`config.mk`:
```
export PLATFORM = sky130hd
export DESIGN_NAME = stp_test_pattern
export DESIGN_NICKNAME = d
export VERILOG_FILES = /design/src/common/stp_pkg.sv /design/src/stp_fifo.sv /design/src/stp_lane_gen.sv /design/src/stp_test_pattern.sv
export SDC_FILE = /design/constraint.sdc
export NUM_CORES = 2
export LEC_CHECK = 0
export BUFFER_PORTS_ARGS = -buffer_cell sky130_fd_sc_hd__clkbuf_2
export CAP_MARGIN = 20
export CORE_AREA = 2 2 275 331
export CTS_CLUSTER_SIZE = 12
export DETAILED_ROUTE_END_ITERATION = 10
export DIE_AREA = 0 0 277 333
export PLACE_DENSITY = 0.67
export SYNTH_ARGS = -nofsm -noshare
export SYNTH_HDL_FRONTEND = slang
export SYNTH_SLANG_ARGS = --single-unit
```
`constraint.sdc`:
```
create_clock -name CLK -period 4.4 [get_ports CLK]
set_input_delay 0.22 -clock CLK [delete_from_list [all_inputs] [get_ports CLK]]
set_output_delay 0.22 -clock CLK [all_outputs]
set_load 0.05 [all_outputs]
```
`src/common/stp_pkg.sv`:
```
// Constants shared by the test-pattern insertion block: register map,
// reset values, control bit positions and serial frame layout.
// Assumes 16-bit registers behind a 9-bit register address.
package stp_pkg;

   // ************************************************************
   // Widths
   // ************************************************************
   localparam int ADDR_W = 9;
   localparam int REG_W = 16;
   localparam int LANES = 4;
   localparam int PIX_W = 10;
   localparam int LOW_W = 8;
   localparam int HIGH_W = 2;
   localparam int CAL_CH = 8;

   // ************************************************************
   // Register addresses
   // ************************************************************
   localparam logic [8:0] ADDR_CAL_FLAGS = 9'h088;
   localparam logic [8:0] ADDR_RSV_STAT_A = 9'h089;
   localparam logic [8:0] ADDR_RSV_STAT_B = 9'h08a;
   localparam logic [8:0] ADDR_RSV_STAT_C = 9'h08b;
   localparam logic [8:0] ADDR_RSV_SET_A = 9'h08c;
   localparam logic [8:0] ADDR_RSV_SET_B = 9'h08d;
   localparam logic [8:0] ADDR_CTRL = 9'h090;
   localparam logic [8:0] ADDR_RSV_SET_C = 9'h091;
   localparam logic [8:0] ADDR_LOW01 = 9'h092;
   localparam logic [8:0] ADDR_LOW23 = 9'h093;
   localparam logic [8:0] ADDR_RSV_SET_D = 9'h094;
   localparam logic [8:0] ADDR_HIGH = 9'h096;

   // ************************************************************
   // Reset values
   // ************************************************************
   localparam logic [15:0] RST_ZERO = 16'h0000;
   localparam logic [15:0] RST_CTRL = 16'h0000;
   localparam logic [15:0] RST_LOW01 = 16'h0100;
   localparam logic [15:0] RST_LOW23 = 16'h0302;
   localparam logic [15:0] RST_HIGH = 16'h0000;
   localparam logic [15:0] RST_RSV_SET_B = 16'hffff;
   localparam logic [15:0] RST_RSV_SET_D = 16'h0504;

   // ************************************************************
   // Control bit positions
   // ************************************************************
   localparam int BIT_TP_EN = 0;
   localparam int BIT_INC = 1;
   localparam int BIT_PRBS = 2;
   localparam int BIT_FRAME = 3;

   // ************************************************************
   // Serial frame: 9 address bits, 1 write bit, 16 data bits
   // ************************************************************
   localparam logic [4:0] SPI_HDR_BITS = 5'h0a;
   localparam logic [4:0] SPI_FRAME_BITS = 5'h1a;

   typedef enum logic [1:0]
   {
      SPI_IDLE = 2'b00,
      SPI_SHIFT = 2'b01,
      SPI_WAIT = 2'b11
   } stp_spi_state_t;

endpackage

```
`src/stp_fifo.sv`:
```
// Output FIFO of the test-pattern block, shift-register style.
// Head word sits in a register, so read data come straight from a flop.
// Assumes one clock and a synchronous active-high reset.
`timescale 1ns/1ps
`default_nettype none

module stp_fifo #(
   parameter int WIDTH = 42,
   parameter int DEPTH = 16
) (
   input wire logic clk,
   input wire logic rst,
   input wire logic in_valid,
   output logic in_ready,
   input wire logic [WIDTH-1:0] in_data,
   output logic out_valid,
   input wire logic out_ready,
   output logic [WIDTH-1:0] out_data
);
   localparam int CW = $clog2(DEPTH + 1);

   typedef struct packed {
      logic [DEPTH-1:0][WIDTH-1:0] mem;
      logic [CW-1:0] cnt;
   } stp_fifo_st_t;

   stp_fifo_st_t s_q;
   stp_fifo_st_t s_d;
   logic push;
   logic pop;

   // ************************************************************
   // Handshakes
   // ************************************************************
   assign in_ready = (s_q.cnt != CW'(DEPTH));
   assign out_valid = (s_q.cnt != '0);
   assign out_data = s_q.mem[0];
   assign push = in_valid & in_ready;
   assign pop = out_valid & out_ready;

   // Shift on pop, then write behind the last live word
   always_comb
   begin
      s_d = s_q;
      if (pop)
      begin
         for (int i = 0; i < DEPTH - 1; i++)
            s_d.mem[i] = s_q.mem[i + 1];
         s_d.mem[DEPTH-1] = '0;
      end
      if (push)
         s_d.mem[s_q.cnt - CW'(pop)] = in_data;
      s_d.cnt = s_q.cnt - CW'(pop) + CW'(push);
   end

   // State register
   always_ff @(posedge clk)
   begin
      if (rst)
         s_q <= '0;
      else
         s_q <= s_d;
   end

endmodule

`default_nettype wire

```
`src/stp_lane_gen.sv`:
```
// One datapath's synthesized pattern source: constant, ramp or PRBS.
// Assumes the caller steps it once per accepted output word.
`timescale 1ns/1ps
`default_nettype none

module stp_lane_gen #(
   parameter int W = 10
) (
   input wire logic clk,
   input wire logic rst,
   input wire logic load,
   input wire logic step,
   input wire logic use_prbs,
   input wire logic use_inc,
   input wire logic [W-1:0] seed,
   output logic [W-1:0] word
);
   typedef struct packed {
      logic [W-1:0] word;
   } stp_lane_st_t;

   stp_lane_st_t s_q;
   stp_lane_st_t s_d;
   logic [W-1:0] seed_nz;

   // LFSR must never start from zero, it would lock there
   assign seed_nz = (seed == '0) ? {{(W-1){1'b0}}, 1'b1} : seed;
   assign word = s_q.word;

   // Next word selection
   always_comb
   begin
      s_d = s_q;
      if (load)
         s_d.word = use_prbs ? seed_nz : seed;
      else if (step)
      begin
         if (use_prbs)
            s_d.word = {s_q.word[W-2:0], s_q.word[W-1] ^ s_q.word[W-4]};
         else if (use_inc)
            s_d.word = s_q.word + {{(W-1){1'b0}}, 1'b1};
         else
            s_d.word = seed;
      end
   end

   // State register
   always_ff @(posedge clk)
   begin
      if (rst)
         s_q <= '0;
      else
         s_q <= s_d;
   end

endmodule

`default_nettype wire

```
`src/stp_test_pattern.sv`:
```
// Test-pattern insertion and calibration-status block of the sensor data
// path, with its serial register port and a 16-word output FIFO.
// Assumes the pixel stream and calibration flags share CLK; the serial
// port pins are asynchronous and are filtered here.
//
// Behaviour
// - Per-channel black calibration fault flags, read-only.
// - Control bit 0 swaps pixels for pattern.
// - Bit 1 selects ramp, else constant value.
// - Bit 2 puts PRBS on all datapaths.
// - Bit 3 frames pattern, else continuous stream.
// - Lane 0/1 low bytes, reset 0 and 1.
// - Lane 2/3 low bytes, reset 2 and 3.
// - Full pattern joins low byte with upper bits.
// - Two upper bits per lane, used when inserting.
`timescale 1ns/1ps
`default_nettype none

module stp_test_pattern #(
   parameter int FIFO_DEPTH = 16
) (
   input wire logic CLK,
   input wire logic RST,
   input wire logic SPI_CLK,
   input wire logic SPI_CS_N,
   input wire logic SPI_MOSI,
   output logic SPI_MISO,
   output logic SPI_MISO_OE,
   input wire logic PIX_VALID,
   output logic PIX_READY,
   input wire logic [39:0] PIX_DATA,
   input wire logic PIX_SOF,
   input wire logic PIX_EOL,
   input wire logic BLACK_CAL_STROBE,
   input wire logic [7:0] BLACK_CAL_FLAGS,
   output logic OUT_VALID,
   input wire logic OUT_READY,
   output logic [39:0] OUT_DATA,
   output logic OUT_SOF,
   output logic OUT_EOL,
   output logic TEST_ACTIVE
);
   localparam int BUS_W = stp_pkg::LANES * stp_pkg::PIX_W;
   localparam int FW = BUS_W + 2;

   // ************************************************************
   // State
   // ************************************************************
   typedef struct packed {
      logic [2:0] sck_s;
      logic [2:0] cs_s;
      logic [2:0] mosi_s;
      logic sck_lev;
      logic cs_lev;
      logic mosi_lev;
      logic sck_prev;
      stp_pkg::stp_spi_state_t spi_st;
      logic [4:0] bit_cnt;
      logic [25:0] sh_in;
      logic [15:0] sh_out;
      logic miso;
      logic miso_oe;
      logic [15:0] ctrl;
      logic [15:0] low01;
      logic [15:0] low23;
      logic [15:0] high;
      logic [15:0] rsv_set_a;
      logic [15:0] rsv_set_b;
      logic [15:0] rsv_set_c;
      logic [15:0] rsv_set_d;
      logic [7:0] cal_flags;
      logic [3:0] mode_last;
   } stp_core_st_t;

   // Idle bus: clock low, select high
   localparam stp_core_st_t CORE_RST = '{
      sck_s: 3'h0,
      cs_s: 3'h7,
      mosi_s: 3'h0,
      sck_lev: 1'b0,
      cs_lev: 1'b1,
      mosi_lev: 1'b0,
      sck_prev: 1'b0,
      spi_st: stp_pkg::SPI_IDLE,
      bit_cnt: 5'h00,
      sh_in: 26'h0000000,
      sh_out: 16'h0000,
      miso: 1'b0,
      miso_oe: 1'b0,
      ctrl: stp_pkg::RST_CTRL,
      low01: stp_pkg::RST_LOW01,
      low23: stp_pkg::RST_LOW23,
      high: stp_pkg::RST_HIGH,
      rsv_set_a: stp_pkg::RST_ZERO,
      rsv_set_b: stp_pkg::RST_RSV_SET_B,
      rsv_set_c: stp_pkg::RST_ZERO,
      rsv_set_d: stp_pkg::RST_RSV_SET_D,
      cal_flags: 8'h00,
      mode_last: 4'h0
   };

   stp_core_st_t s_q;
   stp_core_st_t s_d;

   logic sck_rise;
   logic sck_fall;
   logic pat_on;
   logic unframed;
   logic use_prbs;
   logic use_inc;
   logic lane_load;
   logic lane_step;
   logic fifo_in_valid;
   logic fifo_in_ready;
   logic [FW-1:0] fifo_in_data;
   logic [FW-1:0] fifo_out_data;
   logic [BUS_W-1:0] lane_bus;
   logic [stp_pkg::LANES-1:0][stp_pkg::PIX_W-1:0] lane_seed;
   logic [stp_pkg::LANES-1:0][stp_pkg::PIX_W-1:0] lane_word;
   logic [4:0] cnt_next;

   // ************************************************************
   // Register read mux
   // ************************************************************
   // Reserved status words read as zero; reserved settings read back
   function automatic logic [15:0] reg_read(input stp_core_st_t st,
                                            input logic [8:0] a);
      logic [15:0] r;
      r = 16'h0000;
      case (a)
         stp_pkg::ADDR_CAL_FLAGS: r = {8'h00, st.cal_flags};
         stp_pkg::ADDR_RSV_SET_A: r = st.rsv_set_a;
         stp_pkg::ADDR_RSV_SET_B: r = st.rsv_set_b;
         stp_pkg::ADDR_CTRL: r = st.ctrl;
         stp_pkg::ADDR_RSV_SET_C: r = st.rsv_set_c;
         stp_pkg::ADDR_LOW01: r = st.low01;
         stp_pkg::ADDR_LOW23: r = st.low23;
         stp_pkg::ADDR_RSV_SET_D: r = st.rsv_set_d;
         stp_pkg::ADDR_HIGH: r = st.high;
         default: r = 16'h0000;
      endcase
      return r;
   endfunction

   // ************************************************************
   // Serial edges from filtered levels
   // ************************************************************
   assign sck_rise = s_q.sck_lev & ~s_q.sck_prev;
   assign sck_fall = ~s_q.sck_lev & s_q.sck_prev;
   assign cnt_next = s_q.bit_cnt + 5'h01;

   // ************************************************************
   // Control decode
   // ************************************************************
   // PRBS wins over the synthesized pattern when both are set
   assign use_prbs = s_q.ctrl[stp_pkg::BIT_PRBS];
   assign use_inc = s_q.ctrl[stp_pkg::BIT_INC];
   assign pat_on = s_q.ctrl[stp_pkg::BIT_TP_EN] | use_prbs;
   assign unframed = pat_on & ~s_q.ctrl[stp_pkg::BIT_FRAME];
   assign TEST_ACTIVE = pat_on;

   // Restart generators on any mode change or while idle
   assign lane_load = ~pat_on | (s_q.ctrl[3:0] != s_q.mode_last);

   // ************************************************************
   // Core next-state logic
   // ************************************************************
   always_comb
   begin
      s_d = s_q;
      // Three-stage synchronisers; a change counts when stages 2 and 3 agree
      s_d.sck_s = {s_q.sck_s[1:0], SPI_CLK};
      s_d.cs_s = {s_q.cs_s[1:0], SPI_CS_N};
      s_d.mosi_s = {s_q.mosi_s[1:0], SPI_MOSI};
      if (s_q.sck_s[1] == s_q.sck_s[2])
         s_d.sck_lev = s_q.sck_s[2];
      if (s_q.cs_s[1] == s_q.cs_s[2])
         s_d.cs_lev = s_q.cs_s[2];
      if (s_q.mosi_s[1] == s_q.mosi_s[2])
         s_d.mosi_lev = s_q.mosi_s[2];
      s_d.sck_prev = s_q.sck_lev;
      s_d.mode_last = s_q.ctrl[3:0];

      // Calibration logic reports fault flags as a snapshot
      if (BLACK_CAL_STROBE)
         s_d.cal_flags = BLACK_CAL_FLAGS;

      // Serial register port
      case (s_q.spi_st)
         stp_pkg::SPI_IDLE:
         begin
            if (!s_q.cs_lev)
            begin
               s_d.spi_st = stp_pkg::SPI_SHIFT;
               s_d.bit_cnt = 5'h00;
               s_d.miso = 1'b0;
               s_d.miso_oe = 1'b1;
            end
         end
         stp_pkg::SPI_SHIFT:
         begin
            if (s_q.cs_lev)
            begin
               // Early deselect drops the frame, no write happens
               s_d.spi_st = stp_pkg::SPI_IDLE;
               s_d.miso_oe = 1'b0;
               s_d.miso = 1'b0;
            end
            else if (sck_rise)
            begin
               s_d.sh_in = {s_q.sh_in[24:0], s_q.mosi_lev};
               s_d.bit_cnt = cnt_next;
               if (cnt_next == stp_pkg::SPI_HDR_BITS && !s_q.mosi_lev)
                  s_d.sh_out = reg_read(s_q, s_q.sh_in[8:0]);
               if (cnt_next == stp_pkg::SPI_FRAME_BITS)
               begin
                  s_d.spi_st = stp_pkg::SPI_WAIT;
                  // Reserved settings are writable so that a faithful
                  // read-modify-write keeps their reset contents
                  if (s_q.sh_in[15])
                  begin
                     case (s_q.sh_in[24:16])
                        stp_pkg::ADDR_CTRL:
                           s_d.ctrl = {s_q.sh_in[14:0], s_q.mosi_lev};
                        stp_pkg::ADDR_LOW01:
                           s_d.low01 = {s_q.sh_in[14:0], s_q.mosi_lev};
                        stp_pkg::ADDR_LOW23:
                           s_d.low23 = {s_q.sh_in[14:0], s_q.mosi_lev};
                        stp_pkg::ADDR_HIGH:
                           s_d.high = {s_q.sh_in[14:0], s_q.mosi_lev};
                        stp_pkg::ADDR_RSV_SET_A:
                           s_d.rsv_set_a = {s_q.sh_in[14:0], s_q.mosi_lev};
                        stp_pkg::ADDR_RSV_SET_B:
                           s_d.rsv_set_b = {s_q.sh_in[14:0], s_q.mosi_lev};
                        stp_pkg::ADDR_RSV_SET_C:
                           s_d.rsv_set_c = {s_q.sh_in[14:0], s_q.mosi_lev};
                        stp_pkg::ADDR_RSV_SET_D:
                           s_d.rsv_set_d = {s_q.sh_in[14:0], s_q.mosi_lev};
                        default:
                           s_d.rsv_set_a = s_q.rsv_set_a;
                     endcase
                  end
               end
            end
            else if (sck_fall && s_q.bit_cnt >= stp_pkg::SPI_HDR_BITS)
            begin
               // Read data leaves on falling edges, master samples on rising
               s_d.miso = s_q.sh_out[15];
               s_d.sh_out = {s_q.sh_out[14:0], 1'b0};
            end
         end
         stp_pkg::SPI_WAIT:
         begin
            // Extra clocks after a full frame are ignored until deselect
            if (s_q.cs_lev)
            begin
               s_d.spi_st = stp_pkg::SPI_IDLE;
               s_d.miso_oe = 1'b0;
               s_d.miso = 1'b0;
            end
         end
         default:
         begin
            s_d.spi_st = stp_pkg::SPI_IDLE;
            s_d.miso_oe = 1'b0;
         end
      endcase
   end

   // State register
   always_ff @(posedge CLK)
   begin
      if (RST)
         s_q <= CORE_RST;
      else
         s_q <= s_d;
   end

   assign SPI_MISO = s_q.miso;
   assign SPI_MISO_OE = s_q.miso_oe;

   // ************************************************************
   // Pattern seeds: upper pair joined to the low byte
   // ************************************************************
   assign lane_seed[0] = {s_q.high[1:0], s_q.low01[7:0]};
   assign lane_seed[1] = {s_q.high[3:2], s_q.low01[15:8]};
   assign lane_seed[2] = {s_q.high[5:4], s_q.low23[7:0]};
   assign lane_seed[3] = {s_q.high[7:6], s_q.low23[15:8]};

   // ************************************************************
   // Lane generators
   // ************************************************************
   genvar g;
   generate
      for (g = 0; g < stp_pkg::LANES; g++)
      begin : gen_lane
         stp_lane_gen #(
            .W(stp_pkg::PIX_W)
         ) u_lane (
            .clk(CLK),
            .rst(RST),
            .load(lane_load),
            .step(lane_step),
            .use_prbs(use_prbs),
            .use_inc(use_inc),
            .seed(lane_seed[g]),
            .word(lane_word[g])
         );
         assign lane_bus[g*stp_pkg::PIX_W +: stp_pkg::PIX_W] = lane_word[g];
      end
   endgenerate

   // ************************************************************
   // Stream selection into the FIFO
   // ************************************************************
   // Unframed: free-running pattern, incoming pixels are drained and dropped
   assign fifo_in_valid = unframed ? ~lane_load : PIX_VALID;
   assign PIX_READY = unframed ? 1'b1 : fifo_in_ready;
   assign lane_step = pat_on & ~lane_load & fifo_in_valid & fifo_in_ready;

   // Framed pattern keeps the incoming frame and line markers
   always_comb
   begin
      if (!pat_on)
         fifo_in_data = {PIX_SOF, PIX_EOL, PIX_DATA};
      else if (unframed)
         fifo_in_data = {2'b00, lane_bus};
      else
         fifo_in_data = {PIX_SOF, PIX_EOL, lane_bus};
   end

   // Output buffer; OUT_READY low stalls the pattern or the pixel source
   stp_fifo #(
      .WIDTH(FW),
      .DEPTH(FIFO_DEPTH)
   ) u_fifo (
      .clk(CLK),
      .rst(RST),
      .in_valid(fifo_in_valid),
      .in_ready(fifo_in_ready),
      .in_data(fifo_in_data),
      .out_valid(OUT_VALID),
      .out_ready(OUT_READY),
      .out_data(fifo_out_data)
   );

   assign OUT_SOF = fifo_out_data[FW-1];
   assign OUT_EOL = fifo_out_data[FW-2];
   assign OUT_DATA = fifo_out_data[BUS_W-1:0];

endmodule

`default_nettype wire

```
### After elaboration in Yosys (flattened, before gate mapping)

Cells that the tools add are included.

| operators by class | value |
|---|---|
| reduce and logical (&&, ||, !) cells | 28 |
| add/subtract/negate cells | 7 |
| multiplexer cells | 51 |
| eq/ne operators | 36 |
| magnitude comparators | 3 |
| bitwise operators | 20 |

Operators by type and width:

| kind | count |
|---|---|
| 672-bit 2-to-1 mux | 2 |
| 672-bit bitwise mux | 1 |
| 10-bit 2-to-1 mux | 24 |
| 42-bit demux with 4-bit select | 1 |
| 9-bit by 8-bit == test with 1-bit output, second input constant | 17 |
| 16-bit one-hot mux with 9 select lines | 1 |
| 42-bit 2-to-1 mux | 3 |
| 6-bit AND reduction | 8 |
| 47-bit 2-to-1 mux | 1 |
| 10-bit by 1-bit adder with 10-bit output, second input constant | 4 |
| 10-bit zero test | 4 |
| 33-bit 2-to-1 mux | 1 |
| 16-bit 2-to-1 mux | 2 |
| 17-bit 2-to-1 mux | 1 |
| 3-bit inequality test, second input constant | 4 |
| 4-bit AND reduction | 3 |
| 2-bit inequality test, second input constant | 5 |
| 5-bit one-hot mux with 2 select lines | 1 |
| 1-bit bitwise AND | 8 |
| 2-bit 2-to-1 mux | 4 |
| 7-bit 2-to-1 mux | 1 |
| 1-bit inverter | 6 |
| 1-bit one-hot mux with 3 select lines | 2 |
| 2-bit one-hot mux with 3 select lines | 1 |
| 25 further kinds | 40 |

| word-level totals | value |
|---|---|
| register bits after elaboration | 921 |
| logic and storage cells | 189 |
| output and inout port bits | 47 |

### Longest topological paths before layout

| logic depth | value |
|---|---|
| depth in word-level cells | 9 |
| gate-level depth with buffers | 17 |
| mapped depth without buffers | 13 |

### Hierarchy

From an unflattened synthesis, not the netlist that was laid out.

| second synthesis, totals | value |
|---|---|
| cell total of the unflattened synthesis | 4,778 |
| area total of the unflattened synthesis | 46,545.9 um^2 |

Modules (own cells, without submodules):

| module | area each (um^2) | cells an instance | times used |
|---|---|---|---|
| stp_fifo | 32,901.6 | 3,225 | 1 |
| stp_test_pattern | 10,035.9 | 1,041 | 1 |
| stp_lane_gen | 902.1 | 128 | 4 |

### Worst setup path before layout

OpenSTA, ideal clock, no wires.

| path | value |
|---|---|
| kind | reg-to-reg |
| start point | reg u_fifo.s_q[2] in the netlist's numbering |
| end point | reg u_fifo.s_q[132] in the netlist's numbering |
| path buffers | 4 |
| arrival time | 3.949 ns |
| path slack | 0.331 ns |
| required time | 4.279 ns |
| clock period less this slack | 4.069 ns |
| cell stages (with the launch flop) | 17 |
| cell sequence | dfxtp_1 > or3_1 > or3_1 > clkbuf_1 > nand2_2 > inv_2 > buf_4 > buf_1 > ha_1 > ha_1 > nor2b_1 > or2_2 > nor2_1 > nand3_2 > nor3_4 > buf_4 > mux2_2 |

| on the way | value |
|---|---|
| longest elaborated chain between the ends | 9 |

Ends and longest elaborated chain:

| item | line | source |
|---|---|---|
| from (decl) | stp_fifo.sv:27 | `stp_fifo_st_t s_q;` |
| from (signal assigned) | stp_fifo.sv:60 | `s_q <= '0;` |
| from (signal assigned) | stp_fifo.sv:62 | `s_q <= s_d;` |
| 5-bit nonzero test (*) | stp_fifo.sv:36 | `assign out_valid = (s_q.cnt != '0);` |
| via OUT_VALID | stp_test_pattern.sv:36 | `output logic OUT_VALID,` |
| 1-bit bitwise AND (*) | stp_fifo.sv:39 | `assign pop = out_valid & out_ready;` |
| 5-bit by 1-bit subtractor with 5-bit output | stp_fifo.sv:52 | `s_d.mem[s_q.cnt - CW'(pop)] = in_data;` |
| 5-bit by 1-bit greater-or-equal comparator with 1-bit output (not written as such) or 5-bit less-than comparator (tied branches) | stp_fifo.sv:52 |  |
| 1-bit logical AND (not written as such) | stp_fifo.sv:52 |  |
| 42-bit 2-to-1 mux (not written as such) | stp_fifo.sv:52 |  |
| 42-bit demux with 4-bit select | n/a |  |
| 672-bit bitwise mux | stp_fifo.sv:52 |  |
| 672-bit 2-to-1 mux (*) | stp_fifo.sv:51 | `if (push)` |

Mark *: on every way through the listed nets, which the timed path passes. The rest lies on a longest branch.
A chain may end at the register's enable or synchronous reset.

### Worst setup path after layout

| path | value |
|---|---|
| start point | reg u_fifo.s_q[2] in the netlist's numbering |
| end point | reg u_fifo.s_q[53] in the netlist's numbering |

| on the way | value |
|---|---|
| longest elaborated chain between the ends | 9 |

Ends and longest elaborated chain:

| item | line |
|---|---|
| 5-bit nonzero test | stp_fifo.sv:36 |
| 1-bit bitwise AND | stp_fifo.sv:39 |
| 5-bit by 1-bit subtractor with 5-bit output | stp_fifo.sv:52 |
| 5-bit by 1-bit greater-or-equal comparator with 1-bit output (not written as such) or 5-bit less-than comparator (tied branches) | stp_fifo.sv:52 |
| 1-bit logical AND (not written as such) | stp_fifo.sv:52 |
| 42-bit 2-to-1 mux (not written as such) | stp_fifo.sv:52 |
| 42-bit demux with 4-bit select | n/a |
| 672-bit bitwise mux | stp_fifo.sv:52 |
| 672-bit 2-to-1 mux (*) | stp_fifo.sv:51 |

Mark *: on every way between the ends. The rest lies on a longest branch, timed or not.

==> reports/qor.csv <==
metric,value,unit
H-tree depth,3,
Via-to-Cell Ratio,5.653,
register area share after synthesis,40.91,%
Total Neg Setup Slack,0,ps
worst path required time,4930,ps
vias in the first global route,33540,
Setup Skew,37.56,ps
initial antenna violation count,0,
Die Wd,277,µm
IO buf count,104,
worst-skew pair later-pin latency,670,ps
share of layout cells above drive strength 1,19.89,%
number of buffers created by CTS,94,
"Async S/R FF share, synth",0,%
outcome,finished clean,
HP Class,in2reg,
LEAKAGE,16.66,nW
total gr overflow,0,
initial core utilization,50.65,%
Sink Count,920,
die area,0.09224,mm²
area of the mapped netlist,0.04502,mm²
drt pass-1 iters,5,
post-synth net total,5438,
GRT Total Usage,24.26,%
CORE AREA,0.08889,mm²
setup bufs post-CTS,0,
"Top FF cell, synth",dfxtp_1,
headroom to the max-slew limit,16.18,%
Power Density,459.4,mW/mm²
post-synthesis cell count,5369,
clock-pin slew on the worst setup and hold paths,60,ps
Peak Freq,254.0,MHz
Final Slew Violations,0,
Die H,333,µm
Placed Area,0.04526,mm²
max-cap viol count,0,
Critical Path Fanout Max,31,
row cnt,120,
Post-synth EDFFs,0,
Final Cell Area,0.04819,mm²
Util after Layout,54.21,%
fin crit share,89.47,%
# DRC,0,
io pins,105,
antenna cells,0,
CP endpoint kind,register,
Synth Warn #,0,
DR vias,36150,
CTS Buffer Depth,3,
WL per Instance,18.16,µm
nets,5252,
WS Path Type,reg2reg,
Synth-to-Final Area Change,7.038,%
pin count of the biggest net entering global routing,220,
root buffer cell,clkbuf_16,
#FFs+latches synth,920,
1st-iter DRT viols,3447,
Worst setup SP type,register,
crit path DAT,4470,ps
first-pass GRT wire length,184.2,mm
Peak supply drop,0.0006174,V
TritonCTS clock tree,done,
post-DP HPWL,68.90,mm
"Hold Violations, Final",0,
clock period minus worst slack,3937,ps
GP Congestion,0.9001,
Final setup viols,0,
final wirelength,116.1,mm
Routed Antenna Nets,0,
"Avg Cell Area, Syn",8.385,µm²
RSZ-0062 raised after global routing,false,
measured slew at the worst slew-check pin,1257,ps
library cells used by synthesis,80,
==> worst paths after layout <==
check	cells after the start	slack [ps]	startpoint	to
setup / recovery	13	460	u_fifo.s_q[2]$_SDFF_PP0_	u_fifo.s_q[53]$_SDFF_PP0_
hold / removal	3	40	BLACK_CAL_STROBE	s_q[4]$_SDFFE_PP0P_
setup reg to reg	13	460	u_fifo.s_q[2]$_SDFF_PP0_	u_fifo.s_q[53]$_SDFF_PP0_
hold reg to reg	1	430	s_d[199]$_SDFF_PP1_	s_d[200]$_SDFF_PP1_
==> cells in the mapped netlist, types with 28 or more instances <==
cell type / count / area share, %
o21ai_0: 46 / 0.51
buf_6: 68 / 1.7
buf_2: 95 / 1.1
nand3_1: 28 / 0.31
nor2_1: 185 / 1.5
mux2_2: 639 / 16
nand2_1: 1576 / 13
clkbuf_1: 224 / 1.9
mux2i_1: 175 / 3.9
nor2b_1: 43 / 0.60
buf_4: 101 / 1.7
dfxtp_1: 920 / 41
inv_1: 57 / 0.48
a21oi_1: 787 / 8.7
==> worst max-delay path: stages, from the launching register on <==
cell and delay, ps:
dfxtp_1 340, or3_1 430, or3_1 430, nand2_8 130, inv_8 30, ha_1 200
ha_1 220, nor2b_1 150, or2_2 330, nor2_1 190, nand3_2 240, nor2_4 430
buf_12 280, mux2_2 370
==> sequential cells by signal, indices dropped and copies added (netlist names) <==
signal,flops
s_q,150
u_fifo.out_data,42
lane_seed,40
SPI_MISO_OE,1
u_fifo.s_q,635
gen_lane.u_lane.word,40
SPI_MISO,1
s_d,11
==> cell usage in the layout, fill, tap and decap left out, drive strengths merged, types with 12 or more instances in the layout <==
cell / n
o21ai: 46
a221oi: 15
clkbuf: 241
nor3: 31
nand2b: 18
a311oi: 14
buf: 113
nor4: 16
a211oi: 21
nand2: 1577
o221ai: 18
a211o: 20
mux2: 640
or3: 17
o22ai: 12
nand4: 15
a21oi: 787
inv: 59
xor2: 15
dlygate4sd3: 14
dfxtp: 920
nor2b: 43
o211ai: 18
nor2: 198
xnor2: 12
nand3: 33
mux2i: 175
==> layout make-up <==
class | count | area, µm²
clock inverters | 10 | 83.83
multi-input cells | 3878 | 23540
clock buffers | 138 | 2699
fillers | 8313 | 40700
repair buffers | 230 | 1762
inverters | 59 | 229.0
well taps | 1159 | 1450
flip-flops and latches | 920 | 18420
==> timing repair <==
action | 4_1_cts | 5_1_grt
endpoints found under the hold margin | 17 | 0
resized for setup | 0 | 0
hold buffers | 14 | 0
==> cell families (layout without fill, tap and decap cells) <==
| group | Yosys count | count (layout) | share of synthesized area [%] |
|---|---|---|---|
| and+or+nand+nor | 2011 | 2011 | 18.66 |
| AOI/OAI and AO/OA | 1010 | 1010 | 12.49 |
| DFF | 920 | 920 | 40.91 |
| muxes | 819 | 819 | 20.10 |
| buffers and inverters | 571 | 437 | 7.001 |
| xor gates and xnor gates | 27 | 27 | 0.5253 |
| adders and majority gates | 11 | 11 | 0.3057 |
==> through the flow <==
stage / cells / power, mW / hold slack [ps] / setup WS, ps
after global placement: 6232 / 14.74 / 405.3 / 549.5
after floorplan: 5369 / 14.02 / 323.8 / 330.8
after global routing: 6394 / 23.03 / 73.04 / 299.8
final: 6394 / 22.14 / 36.07 / 463.5
after detailed placement: 6232 / 14.79 / 396.2 / 491.3
after CTS: 6394 / 22.26 / 0.4830 / 476.8
==> where the power goes <==
group          switching, mW  internal, mW  total, mW
Sequential             0.364          8.94       9.30
Combinational           3.90          1.43       5.33
Clock                   3.25          4.25       7.50
Total                   7.52          14.6       22.1
==> routing by layer <==
metal	part of all wire [%]	GRT usage (%)
met2	49	41.85
met1	43	30.73
met4	3.7	9.679
met3	4.8	2.971
met5	0	0
(Power assumes the default switching activity.)
